--- src/include/syscmd_cfg.svh ---
// Offsets, field positions, reset values and codes for the system command block
`ifndef SYSCMD_CFG_SVH
`define SYSCMD_CFG_SVH
`define ADR_CMD        8'h00
`define ADR_ARG        8'h04
`define ADR_OPTS       8'h08
`define ADR_ERR        8'h0c
`define ADR_STATUS     8'h10
`define ADR_KEY        8'h14
`define ADR_CAL_BASE   8'h20
`define ADR_CAL_LAST   8'h7c
`define ADR_ADV_BASE   8'h80
`define ADR_ADV_LAST   8'hfc
`define ADR_ERR_PUSH   8'h18
`define ADR_MODEL      8'h1c
`define OPT_EOI_BIT    0
`define OPT_HDR_BIT    1
`define OPT_ALPHA_BIT  2
`define OPTS_RESET     3'h1
`define ERR_DEPTH      16
`define ERR_PTR_W      4
`define ERR_CNT_W      5
`define ERR_NONE       16'h0000
`define ERR_UNKNOWN    16'hff9c
`define ERR_RANGE      16'hff2c
`define ERR_OVERFLOW   16'hff19
`define ERR_SELFTEST   16'hfeac
`define STB_ERR_BIT    5
`define KEY_NONE       6'h00
`define KEY_MAX        6'h3f
`define CAL_BYTES      24
`define ADV_CHARS      32
`define PLANE1_PIXMEM  3'h5
`define PLANE2_PIXMEM  3'h6
`define MODEL_ID       32'h0000_1234 // Arbitrary value
`endif

--- src/include/syscmd_pkg.sv ---
// Types for the system command block
package syscmd_pkg;
    typedef enum logic [3:0] {
        CMD_NOP, CMD_CLEAR, CMD_KEY, CMD_CAPTURE, CMD_ERASE, CMD_BLANK,
        CMD_AUTO, CMD_SAVE, CMD_RECALL, CMD_SELFTEST
    } cmd_t;
    typedef struct packed {
        logic        cyc;
        logic        stb;
        logic        we;
        logic [3:0]  sel;
        logic [7:0]  adr;
        logic [31:0] dat;
    } wb_req_t;
    typedef struct packed {
        logic        ack;
        logic [31:0] dat;
    } wb_rsp_t;
    typedef struct packed {
        logic       valid;
        logic [1:0] chan;
        logic       min_max;
        logic [3:0] mem_mask;
    } capture_t;
    typedef struct packed {
        logic       valid;
        logic [2:0] pixmem;
        logic       clear_display;
        logic       pause_acq;
    } erase_t;
    typedef struct packed {
        logic       valid;
        logic [2:0] kind;
        logic [2:0] index;
    } blank_t;
    typedef struct packed {
        logic       valid;
        logic       trig_chan1;
        logic       split_screen;
        logic       menu_timebase;
        logic       assign_sec_div;
        logic       remote_listen;
    } auto_t;
    typedef enum logic [1:0] {
        ST_IDLE, ST_PAUSE, ST_RESUME
    } erase_st_t;
endpackage

--- src/rtl/syscmd_core.sv ---
// System command interpreter core with Wishbone register slave
`include "syscmd_cfg.svh"
module syscmd_core
    import syscmd_pkg::*;
(
    // Clock and reset
    input  wire logic     clk_i,
    input  wire logic     rst_i,
    // Wishbone slave
    input  wire wb_req_t  wb_i,
    output wb_rsp_t       wb_o,
    // Instrument state inputs
    input  wire logic     sig_ch1_i,
    input  wire logic     sig_ch2_i,
    input  wire logic     acq_running_i,
    input  wire logic     err_valid_i,
    input  wire logic [15:0] err_code_i,
    // Reply options and bus actions
    output logic          eoi_en_o,
    output logic          hdr_en_o,
    output logic          alpha_args_o,
    output logic          bus_clear_o,
    output logic [7:0]    status_byte_o,
    // Front panel and acquisition actions
    output logic          key_press_o,
    output logic [5:0]    key_code_o,
    output capture_t      capture_o,
    output erase_t        erase_o,
    output blank_t        blank_o,
    output auto_t         auto_o
);
    localparam int CAL_W = `CAL_BYTES / 4;
    localparam int ADV_W = `ADV_CHARS / 4;

    logic [15:0]             err_mem_q [`ERR_DEPTH];
    logic [`ERR_PTR_W-1:0]   err_wr_q;
    logic [`ERR_PTR_W-1:0]   err_rd_q;
    logic [`ERR_CNT_W-1:0]   err_cnt_q;
    logic [2:0]              opts_q;
    logic [5:0]              key_q;
    logic [31:0]             cal_q [CAL_W];
    logic [31:0]             cal_save_q [CAL_W];
    logic [31:0]             adv_q [ADV_W];
    logic [31:0]             arg_q;
    logic                    err_flag_q;
    logic                    ack_q;
    logic [31:0]             rdat_q;
    logic                    eoi_q;
    logic                    hdr_q;
    logic                    alpha_q;
    logic                    clear_q;
    logic                    key_press_q;
    capture_t                capture_q;
    erase_t                  erase_q;
    blank_t                  blank_q;
    auto_t                   auto_q;
    erase_st_t               er_st_q;

    function automatic logic [31:0] lane_merge(input logic [31:0] old, input logic [31:0] nw,
                                               input logic [3:0] sel);
        logic [31:0] r;
        r = old;
        for (int i = 0; i < 4; i++) begin
            if (sel[i]) begin
                r[i*8 +: 8] = nw[i*8 +: 8];
            end
        end
        return r;
    endfunction

    function automatic logic [2:0] plane_map(input logic [1:0] plane);
        return (plane == 2'd1) ? `PLANE1_PIXMEM : `PLANE2_PIXMEM;
    endfunction

    wire logic req      = wb_i.cyc & wb_i.stb & ~ack_q;
    wire logic wr       = req & wb_i.we;
    wire logic rd       = req & ~wb_i.we;
    wire logic cmd_wr   = wr & (wb_i.adr == `ADR_CMD);
    wire cmd_t cmd      = cmd_t'(wb_i.dat[3:0]);
    wire logic do_clear = cmd_wr & (cmd == CMD_CLEAR);
    wire logic err_pop  = rd & (wb_i.adr == `ADR_ERR) & (err_cnt_q != '0);
    wire logic sw_err   = wr & (wb_i.adr == `ADR_ERR_PUSH);
    wire logic bad_cmd  = cmd_wr & (wb_i.dat[3:0] > 4'(CMD_SELFTEST));
    wire logic bad_key  = cmd_wr & (cmd == CMD_KEY) & (arg_q[5:0] == `KEY_NONE);
    wire logic push_v   = err_valid_i | sw_err | bad_cmd | bad_key;
    wire logic [15:0] push_code = err_valid_i ? err_code_i :
                                  sw_err      ? wb_i.dat[15:0] :
                                  bad_cmd     ? `ERR_UNKNOWN : `ERR_RANGE;
    wire logic full     = (err_cnt_q == 5'(`ERR_DEPTH));
    wire logic push     = push_v & ~full & ~do_clear;

    // Bus handshake, ack registered one cycle after the request
    always_ff @(posedge clk_i) begin
        if (rst_i) begin
            ack_q <= 1'b0;
        end else begin
            ack_q <= req;
        end
    end

    // Error FIFO, clear-over-push, push and pop by independent pointers
    always_ff @(posedge clk_i) begin
        if (rst_i) begin
            err_wr_q  <= '0;
            err_rd_q  <= '0;
            err_cnt_q <= '0;
        end else if (do_clear) begin
            err_wr_q  <= '0;
            err_rd_q  <= '0;
            err_cnt_q <= '0;
        end else begin
            if (push) begin
                err_mem_q[err_wr_q] <= push_code;
                err_wr_q            <= err_wr_q + 1'b1;
            end
            if (err_pop) begin
                err_rd_q <= err_rd_q + 1'b1;
            end
            err_cnt_q <= err_cnt_q + 5'(push) - 5'(err_pop);
        end
    end

    // Error flag in the status byte
    always_ff @(posedge clk_i) begin
        if (rst_i) begin
            err_flag_q <= 1'b0;
        end else if (push_v) begin
            err_flag_q <= 1'b1;
        end else if (do_clear) begin
            err_flag_q <= 1'b0;
        end else if (err_pop && err_cnt_q == 5'd1) begin
            err_flag_q <= 1'b0;
        end
    end

    // Reply options and argument register
    always_ff @(posedge clk_i) begin
        if (rst_i) begin
            opts_q <= `OPTS_RESET;
            arg_q  <= '0;
        end else begin
            if (wr && wb_i.adr == `ADR_OPTS) begin
                opts_q <= 3'(lane_merge(32'(opts_q), wb_i.dat, wb_i.sel));
            end
            if (wr && wb_i.adr == `ADR_ARG) begin
                arg_q <= lane_merge(arg_q, wb_i.dat, wb_i.sel);
            end
        end
    end

    // Key register and key press pulse
    always_ff @(posedge clk_i) begin
        if (rst_i) begin
            key_q       <= `KEY_NONE;
            key_press_q <= 1'b0;
        end else begin
            key_press_q <= 1'b0;
            if (do_clear) begin
                key_q <= `KEY_NONE;
            end else if (cmd_wr && cmd == CMD_KEY && arg_q[5:0] != `KEY_NONE) begin
                key_q       <= arg_q[5:0];
                key_press_q <= 1'b1;
            end
        end
    end

    // Calibration string and its saved copy
    always_ff @(posedge clk_i) begin
        for (int i = 0; i < CAL_W; i++) begin
            if (rst_i) begin
                cal_q[i]      <= '0;
                cal_save_q[i] <= '0;
            end else if (cmd_wr && cmd == CMD_SAVE) begin
                cal_save_q[i] <= cal_q[i];
            end else if (cmd_wr && cmd == CMD_RECALL) begin
                cal_q[i] <= cal_save_q[i];
            end else if (wr && wb_i.adr == 8'(`ADR_CAL_BASE + 4 * i)) begin
                cal_q[i] <= lane_merge(cal_q[i], wb_i.dat, wb_i.sel);
            end
        end
    end

    // Advisory line text
    always_ff @(posedge clk_i) begin
        for (int i = 0; i < ADV_W; i++) begin
            if (rst_i) begin
                adv_q[i] <= '0;
            end else if (wr && wb_i.adr == 8'(`ADR_ADV_BASE + 4 * i)) begin
                adv_q[i] <= lane_merge(adv_q[i], wb_i.dat, wb_i.sel);
            end
        end
    end

    // Read data mux
    always_ff @(posedge clk_i) begin
        if (rst_i) begin
            rdat_q <= '0;
        end else if (rd) begin
            rdat_q <= '0;
            if (wb_i.adr == `ADR_ARG) begin
                rdat_q <= arg_q;
            end else if (wb_i.adr == `ADR_OPTS) begin
                rdat_q <= {29'h0, opts_q};
            end else if (wb_i.adr == `ADR_ERR) begin
                rdat_q <= (err_cnt_q == '0) ? 32'(`ERR_NONE) :
                          {{16{err_mem_q[err_rd_q][15]}}, err_mem_q[err_rd_q]};
            end else if (wb_i.adr == `ADR_STATUS) begin
                rdat_q <= {24'h0, status_byte_o};
            end else if (wb_i.adr == `ADR_KEY) begin
                rdat_q <= {26'h0, key_q};
            end else if (wb_i.adr == `ADR_MODEL) begin
                rdat_q <= `MODEL_ID;
            end else if (wb_i.adr >= `ADR_CAL_BASE && wb_i.adr <= `ADR_CAL_LAST) begin
                rdat_q <= (wb_i.adr[6:2] - 5'd8 < 5'(CAL_W)) ? cal_q[3'(wb_i.adr[6:2] - 5'd8)] : '0;
            end else if (wb_i.adr >= `ADR_ADV_BASE) begin
                rdat_q <= (wb_i.adr[6:2] < 5'(ADV_W)) ? adv_q[3'(wb_i.adr[6:2])] : '0;
            end
        end
    end

    // Capture, blanking and auto-setup actions
    always_ff @(posedge clk_i) begin
        if (rst_i) begin
            capture_q <= '0;
            blank_q   <= '0;
            auto_q    <= '0;
            clear_q   <= 1'b0;
        end else begin
            capture_q.valid <= 1'b0;
            blank_q.valid   <= 1'b0;
            auto_q.valid    <= 1'b0;
            clear_q         <= do_clear;
            if (cmd_wr && cmd == CMD_CAPTURE) begin
                capture_q.valid    <= 1'b1;
                capture_q.chan     <= arg_q[1:0];
                capture_q.min_max  <= arg_q[4];
                capture_q.mem_mask <= arg_q[4] ? {arg_q[1:0], arg_q[1:0]} : {2'b00, arg_q[1:0]};
            end
            if (cmd_wr && cmd == CMD_BLANK) begin
                blank_q.valid <= 1'b1;
                blank_q.kind  <= arg_q[6:4];
                blank_q.index <= (arg_q[6:4] == 3'd2) ? plane_map(arg_q[1:0]) : arg_q[2:0];
            end
            if (cmd_wr && cmd == CMD_AUTO) begin
                auto_q.valid          <= 1'b1;
                auto_q.trig_chan1     <= sig_ch1_i | ~sig_ch2_i;
                auto_q.split_screen   <= sig_ch1_i & sig_ch2_i;
                auto_q.menu_timebase  <= 1'b1;
                auto_q.assign_sec_div <= 1'b1;
                auto_q.remote_listen  <= 1'b1;
            end
        end
    end

    // Plane erase, with pause and resume for plane 0 during acquisition
    always_ff @(posedge clk_i) begin
        if (rst_i) begin
            erase_q <= '0;
            er_st_q <= ST_IDLE;
        end else begin
            erase_q.valid <= 1'b0;
            case (er_st_q)
                ST_IDLE: begin
                    if (cmd_wr && cmd == CMD_ERASE) begin
                        erase_q.valid         <= 1'b1;
                        erase_q.clear_display <= (arg_q[1:0] == 2'd0);
                        erase_q.pixmem        <= (arg_q[1:0] == 2'd0) ? 3'h0 : plane_map(arg_q[1:0]);
                        if (arg_q[1:0] == 2'd0 && acq_running_i) begin
                            erase_q.pause_acq <= 1'b1;
                            er_st_q           <= ST_PAUSE;
                        end
                    end
                end
                ST_PAUSE: begin
                    er_st_q <= ST_RESUME;
                end
                ST_RESUME: begin
                    erase_q.pause_acq <= 1'b0;
                    er_st_q           <= ST_IDLE;
                end
                default: begin
                    er_st_q <= ST_IDLE;
                end
            endcase
        end
    end

    // Registered outputs
    always_ff @(posedge clk_i) begin
        if (rst_i) begin
            eoi_q   <= 1'b1;
            hdr_q   <= 1'b0;
            alpha_q <= 1'b0;
        end else begin
            eoi_q   <= opts_q[`OPT_EOI_BIT];
            hdr_q   <= opts_q[`OPT_HDR_BIT];
            alpha_q <= opts_q[`OPT_ALPHA_BIT];
        end
    end

    always_ff @(posedge clk_i) begin
        if (rst_i) begin
            status_byte_o <= '0;
        end else begin
            status_byte_o <= 8'(err_flag_q) << `STB_ERR_BIT;
        end
    end

    assign wb_o.ack     = ack_q;
    assign wb_o.dat     = rdat_q;
    assign eoi_en_o     = eoi_q;
    assign hdr_en_o     = hdr_q;
    assign alpha_args_o = alpha_q;
    assign bus_clear_o  = clear_q;
    assign key_press_o  = key_press_q;
    assign key_code_o   = key_q;
    assign capture_o    = capture_q;
    assign erase_o      = erase_q;
    assign blank_o      = blank_q;
    assign auto_o       = auto_q;
endmodule

--- config.mk ---
export PLATFORM = sky130hd
export DESIGN_NAME = syscmd_core
export DESIGN_NICKNAME = d
export VERILOG_FILES = /design/src/include/syscmd_pkg.sv /design/src/rtl/syscmd_core.sv
export VERILOG_INCLUDE_DIRS = /design/src /design/src/include
export SDC_FILE = /design/constraint.sdc
export NUM_CORES = 1
export LEC_CHECK = 0
export ABC_AREA = 1
export ABC_CLOCK_PERIOD_IN_PS = 14450
export BUFFER_PORTS_ARGS = -buffer_cell sky130_fd_sc_hd__buf_2
export CELL_PAD_IN_SITES_DETAIL_PLACEMENT = 1
export CELL_PAD_IN_SITES_GLOBAL_PLACEMENT = 1
export CORE_MARGIN = 3
export CORE_UTILIZATION = 30
export DETAILED_ROUTE_END_ITERATION = 12
export PLACE_DENSITY = 0.58
export SLEW_MARGIN = 20
export SYNTH_ARGS = -nofsm -noshare
export SYNTH_HDL_FRONTEND = slang
export SYNTH_SLANG_ARGS = --single-unit
--- constraint.sdc ---
create_clock -name clk_i -period 14.45 [get_ports clk_i]
set_clock_uncertainty 0.05 [all_clocks]
set_input_delay 2.89 -clock clk_i [delete_from_list [all_inputs] [get_ports clk_i]]
set_output_delay 2.89 -clock clk_i [all_outputs]
set_load 0.01 [all_outputs]
==> results of run 1 <==
## worst min path at each step
stage / from / end
6_report: err_flag_q$_SDFFE_PP0P_ / status_byte_o[5]$_SDFF_PP0_
5_1_grt: err_flag_q$_SDFFE_PP0P_ / status_byte_o[5]$_SDFF_PP0_
4_1_cts: err_flag_q$_SDFFE_PP0P_ / status_byte_o[5]$_SDFF_PP0_
3_5_place_dp: err_flag_q$_SDFFE_PP0P_ / status_byte_o[5]$_SDFF_PP0_
3_3_place_gp: err_flag_q$_SDFFE_PP0P_ / status_byte_o[5]$_SDFF_PP0_
2_1_floorplan: err_flag_q$_SDFFE_PP0P_ / status_byte_o[5]$_SDFF_PP0_
## registers in the layout, summed over array words and instances, names as in the netlist, 4 cells and up, named ones only
register	count
rdat_q	32
err_rd_q	4
blank_o	7
key_code_o	6
erase_o	6
capture_o	6
auto_o	4
err_cnt_q	5
err_mem_q	256
cal_save_q	192
arg_q	32
cal_q	192
adv_q	256
err_wr_q	4
## synth_stat cells (4+ instances only)
library cell  count  area, µm²
o22ai_1          24        150
nor2_1          683       2560
nor4_2            5       62.6
nand3_1         137        686
buf_6            11        124
o21ai_1         114        571
buf_1            22       82.6
o31ai_1          18        135
nand4_1          45        282
inv_1           346       1300
nor3_1           17       85.1
ha_1             11        138
o221ai_1          9       78.8
nand2_2           7       43.8
a211oi_1          4       30.0
a22oi_1          56        420
o211ai_1         14        105
dfxtp_1         123       2460
clkinv_1          5       18.8
clkbuf_1        151        567
nor2_2            5       31.3
a31oi_1           6       37.5
nor4_1            5       31.3
buf_2            65        325
nand2_1         890       3340
inv_2            12       45.0
a21oi_1         220       1100
buf_4            23        173
edfxtp_1        896      26900
o21ai_0         365       1830
## stage by stage
stage | cells | util, % | hold slack, ns | setup WS, ns
after floorplan | 4323 | - | 0.354 | 4.74
after global placement | 6186 | 32.3 | 0.368 | 7.29
after detailed placement | 6186 | 32.3 | 0.371 | 7.28
after CTS | 6400 | 34.9 | 0.380 | 8.04
after global routing | 6401 | 34.9 | 0.395 | 7.80
final | 6406 | 34.9 | 0.378 | 7.99
## routing by layer
| layer | global-route usage, % | wire (µm) | up-vias |
|---|---|---|---|
| li1 | - | - | 14800 |
| met2 | 32.3 | 70900 | 881 |
| met1 | 27.5 | 67700 | 16700 |
| met3 | 3.04 | 9520 | 201 |
| met5 | 0 | 13 | - |
| met4 | 5.13 | 3780 | 2 |
## worst reg2reg max path: stages (launching register included)
cell and delay [ns]:
dfxtp_1 0.33, nor2_1 0.40, nand2_2 0.39, nor2_1 0.24, nand2_2 0.17, inv_2 0.10, nand2_2 0.08, o21ai_4 0.14
buf_4 0.67, buf_4 0.70, buf_4 0.76
## power by group
part	switching (mW)	internal [mW]	total (mW)
Sequential	0.0340	3.28	3.31
Clock	1.25	1.63	2.89
Combinational	0.317	0.0891	0.407
Total	1.61	5.00	6.61
## cell type report
type                    instances  area, µm²
diodes                          5       12.5
well taps                    1903       2380
repair buffers                233       1430
flip-flops and latches       1019      29400
clock buffers                 162       3150
multi-input cells            2668      12200
clock inverters                52        542
inverters                     364       1370
fillers                     16200      94100
## cell families after synthesis
kind of cell	after synthesis	synth area share, %
flip-flops	1019	66.8
other	1	0.00852
buffers and inverters	636	6.00
AO/OA/AOI/OAI	834	10.2
AND/OR/NAND/NOR	1810	16.6
XOR/XNOR	5	0.0996
adder cells (fa/ha/maj)	12	0.358
==> impl_metrics.toml, run 1 <==
[status]
outcome = "completed"

[drt]
dr.pass1.iters = 5
drc = 0
ant_nets = 0
drt-total-wl_um = 152000
drtIter0Drc = 2547
routed_via_density = 5.10
post_drt_wl_per_cell_um = 23.7
vias = 32600

[worst_setup_path]
rr_endpoint = "cal_save_q[0][9]$_SDFFCE_PN0P_"
required_ns = 14.75
crit_buf_inv = 6
arrival_ns = 6.77
r2r_start = "ack_q$_SDFF_PP0_"
start_kind = "input pin"
cpPeakStageDelay_ns = 0.71
reg2reg_slack_ns = 10.01
crit_fanout = 56
crit_slowest_cell = "buf_4"
r2r_cells = 10
endpoint = "cal_save_q[0][9]$_SDFFCE_PN0P_"
cp_top_family = "buffers and inverters"
startpoint = "wb_i[34]"
end_kind = "flip-flop"
critical_path_class = "in -> reg"
worstPathCellList = "buf_2, nor2_8, nand2_2, inv_2, nand2_2, inv_2, nand2_2, o21ai_4, buf_4, buf_4, buf_4"
path_depth = 11

[clock_network]
root_buffer = "clkbuf_16"
cts_sinks = 1019
clock_path_buffers = 3
clk_pin_slew_ns = 0.06
post_cts_buffers = 0
cts_hold_buf = 0
cts-resized-gates = 0
cts_made_buffers = 112
clkLatencyLatePin_ns = 0.75
htreeDepth = 3
cts_tree = "done"

[synth]
syn_area_um2 = 44000
ys_types = 48
ys_seq_elements = 1019
synth.avg_cell_area_um2 = 10.2
async_flop_share_pct = 0
yosysSeqAreaShare_pct = 66.8
synth-edff-count = 896
syn_inst = 4317
synth_flop_cell = "edfxtp_1"
yosys_warnings = 0

[power_and_ir_drop]
p_leak_nw = 18.7
p_total_mw = 6.61
p_per_area_nw_per_um2 = 131
peakVddDrop_mv = 0.0993

[sta]
fmax_ghz = 0.155
period_minus_slack_ns = 6.46
fin_setup_tns_ns = 0
setup_viol = 0
drv_slew = 0
slew_headroom_pct = 23.7
hold_viol = 0
rsz0062_at_grt = "false"
worst_pin_slew_ns = 1.14
fin_crit_sh_pct = 44.7

[placed_design]
io_buffer_count = 140
dpl_cell_area_um2 = 46700
hpwl_um = 97000
place_congestion = 0.793

[final_layout]
layout_common_cells = "edfxtp_1, nand2_1, nor2_1"
area_delta_synth_final_pct = 14.7
drive_gt1_share_pct = 10.4
layout_commonest_cell = "edfxtp_1"
postLayoutCellArea_um2 = 50400
nets = 4479

[global_routing]
antenna_found_initial = 7
grt_pass1_vias = 33400
grt_max_degree = 166
grt_overflow_total = 0
track_usage_pct = 19.8
grt_first_pass_wirelength_um = 225000

[die]
die-width_um = 389
initial_utilization_pct = 30.4
rows = 139
dieArea_um2 = 151000
core_um2 = 145000
boundaryPins = 148
die_y_um = 389

[min_path]
holdPathStages = 2
min_path_type = "reg -> reg"

[flow_run]
max_cap_viol_count = 0
Note: power is estimated with default switching activity, not from simulation.
==> inputs of run 2 (changes only) <==
Settings changed: ABC_CLOCK_PERIOD_IN_PS 14450 to 5600, PLACE_DENSITY 0.58 to 0.6.
Clock period 14.45 ns to 5.6 ns, I/O delays scaled along.
==> impl_metrics.toml, run 2 (synthesis results as in run 1) <==
[global_routing]
grt_pass1_vias = 33200
track_usage_pct = 19.9
grt_max_degree = 129
grt_overflow_total = 0
antenna_found_initial = 10
grt_first_pass_wirelength_um = 226000

[clock_network]
htreeDepth = 3
post_cts_buffers = 0
cts_sinks = 1019
cts_tree = "done"
clock_path_buffers = 3
root_buffer = "clkbuf_16"
cts_hold_buf = 0
clkLatencyLatePin_ns = 0.74
clk_pin_slew_ns = 0.06
cts_made_buffers = 114
cts-resized-gates = 0

[final_layout]
drive_gt1_share_pct = 10.6
postLayoutCellArea_um2 = 50500
area_delta_synth_final_pct = 14.8
post-route-util_pct = 34.9
n_fill_cell = 16300
largestRegisters = "adv_q x256, err_mem_q x256"
layout_commonest_cell = "edfxtp_1"
layout_common_cells = "edfxtp_1, nand2_1, nor2_1"
nets = 4490

[worst_setup_path]
end_kind = "flip-flop"
critical_path_class = "in -> reg"
startpoint = "wb_i[36]"
r2r_start = "err_cnt_q[2]$_SDFF_PP0_"
crit_slowest_cell = "inv_6"
start_kind = "input pin"
required_ns = 6.19
worstPathCellList = "buf_2, inv_6, nand3_4, nor2_1, nand2_1, inv_1, nand4_1, nand4_2, nand2_2, ha_1, inv_1, ha_1, fa_1, nand2_1, a21oi_1, or3_1, a21oi_1"
cp_top_family = "simple AND/OR/NAND/NOR gates"
crit_fanout = 63
cpPeakStageDelay_ns = 0.45
arrival_ns = 4.47
crit_buf_inv = 4

[sta]
slew_headroom_pct = 28.4
period_minus_slack_ns = 3.88
rsz0062_at_grt = "false"
fmax_ghz = 0.258
fin_crit_sh_pct = 69.2
drv_slew = 0
setup_viol = 0
hold_viol = 0
worst_pin_slew_ns = 1.07

[drt]
vias = 32600
routed_via_density = 5.08
ant_nets = 0
dr.pass1.iters = 6
drc = 0
drt-total-wl_um = 154000
post_drt_wl_per_cell_um = 24.0
drtIter0Drc = 2794

[die]
die-width_um = 389
core_um2 = 145000
rows = 139
die_y_um = 389
boundaryPins = 148
dieArea_um2 = 151000
initial_utilization_pct = 30.4

[flow_run]
max_cap_viol_count = 0

[power_and_ir_drop]
p_per_area_nw_per_um2 = 334
p_leak_nw = 18.8
peakVddDrop_mv = 0.276

[placed_design]
place_congestion = 0.873
io_buffer_count = 140
dpl_cell_area_um2 = 46900
hpwl_um = 101000

[min_path]
min_path_type = "reg -> reg"
min_from = "arg_q[31]$_SDFFE_PP0P_"

[status]
outcome = "completed"
run 2: cell types whose count changed in the layout (fill, tap and decap cells not counted), moves of 3 or more:
cell | before | now
buf_12 | 1 | 6
buf_4 | 91 | 96
bufinv_16 | 6 | 3
clkbuf_1 | 36 | 44
clkinv_2 | 22 | 17
nand2_2 | 8 | 5
nand2_4 | 0 | 5
nor4_2 | 1 | 5
nor4_4 | 4 | 0
o21ai_0 | 360 | 278
o21ai_1 | 117 | 195
run 2: path summary, 6_finish.rpt:
| kind | end | slack (ns) | depth (start not counted) |
|---|---|---|---|
| min reg2reg | arg_q[31]$_SDFFE_PP0P_ | 0.42 | 2 |
| max | err_cnt_q[4]$_SDFF_PP0_ | 1.72 | 17 |
| max reg2reg | err_cnt_q[4]$_SDFF_PP0_ | 1.92 | 13 |
| min | arg_q[31]$_SDFFE_PP0P_ | 0.42 | 2 |
run 2: cell type report:
cell class | count | area [µm²] | area share [%]
sequential | 1019 | 29400 | 58.2
multi-input combinational | 2668 | 12200 | 24.2
clock buffer | 170 | 3180 | 6.30
tap | 1903 | 2380 | 4.71
timing repair buffer | 242 | 1540 | 3.05
inverter | 364 | 1380 | 2.72
clock inverter | 45 | 435 | 0.862
antenna | 5 | 12.5 | 0.0248
run 2: stage by stage:
step	setup TNS [ns]	total power, mW	setup slack (ns)	hold WS [ns]	instances
6_report	0	16.9	1.72	0.417	6416
3_3_place_gp	0	9.73	1.12	0.399	6196
4_1_cts	0	17.0	1.83	0.416	6411
2_1_floorplan	-67.28	9.25	-0.295	0.354	4323
5_1_grt	0	17.4	1.48	0.436	6411
3_5_place_dp	0	9.74	1.04	0.407	6196
run 2: worst register-to-register path: cells and delay by family (launching register included):
family | cells | cell delay (ns)
adder cells (fa/ha/maj) | 4 | 1.12
AND/OR/NAND/NOR | 5 | 1.78
AO/OA/AOI/OAI | 2 | 0.22
buffers and inverters | 2 | 0.13
flip-flops | 1 | 0.31
run 2: power by group:
group	switching, mW	total (mW)	leakage, nW	internal [mW]
sequential	0.0887	8.55	9.85	8.46
combinational	0.813	1.04	7.17	0.226
clock	3.20	7.29	1.75	4.09
run 2: metal layers:
| layer | wire length, µm | share of wire [%] | GRT usage, % |
|---|---|---|---|
| met1 | 68800 | 45 | 27.3 |
| met2 | 70500 | 46 | 31.8 |
| met3 | 10300 | 6.7 | 4.42 |
| met4 | 4080 | 2.7 | 5.46 |
| met5 | 39 | 0.025 | 0 |
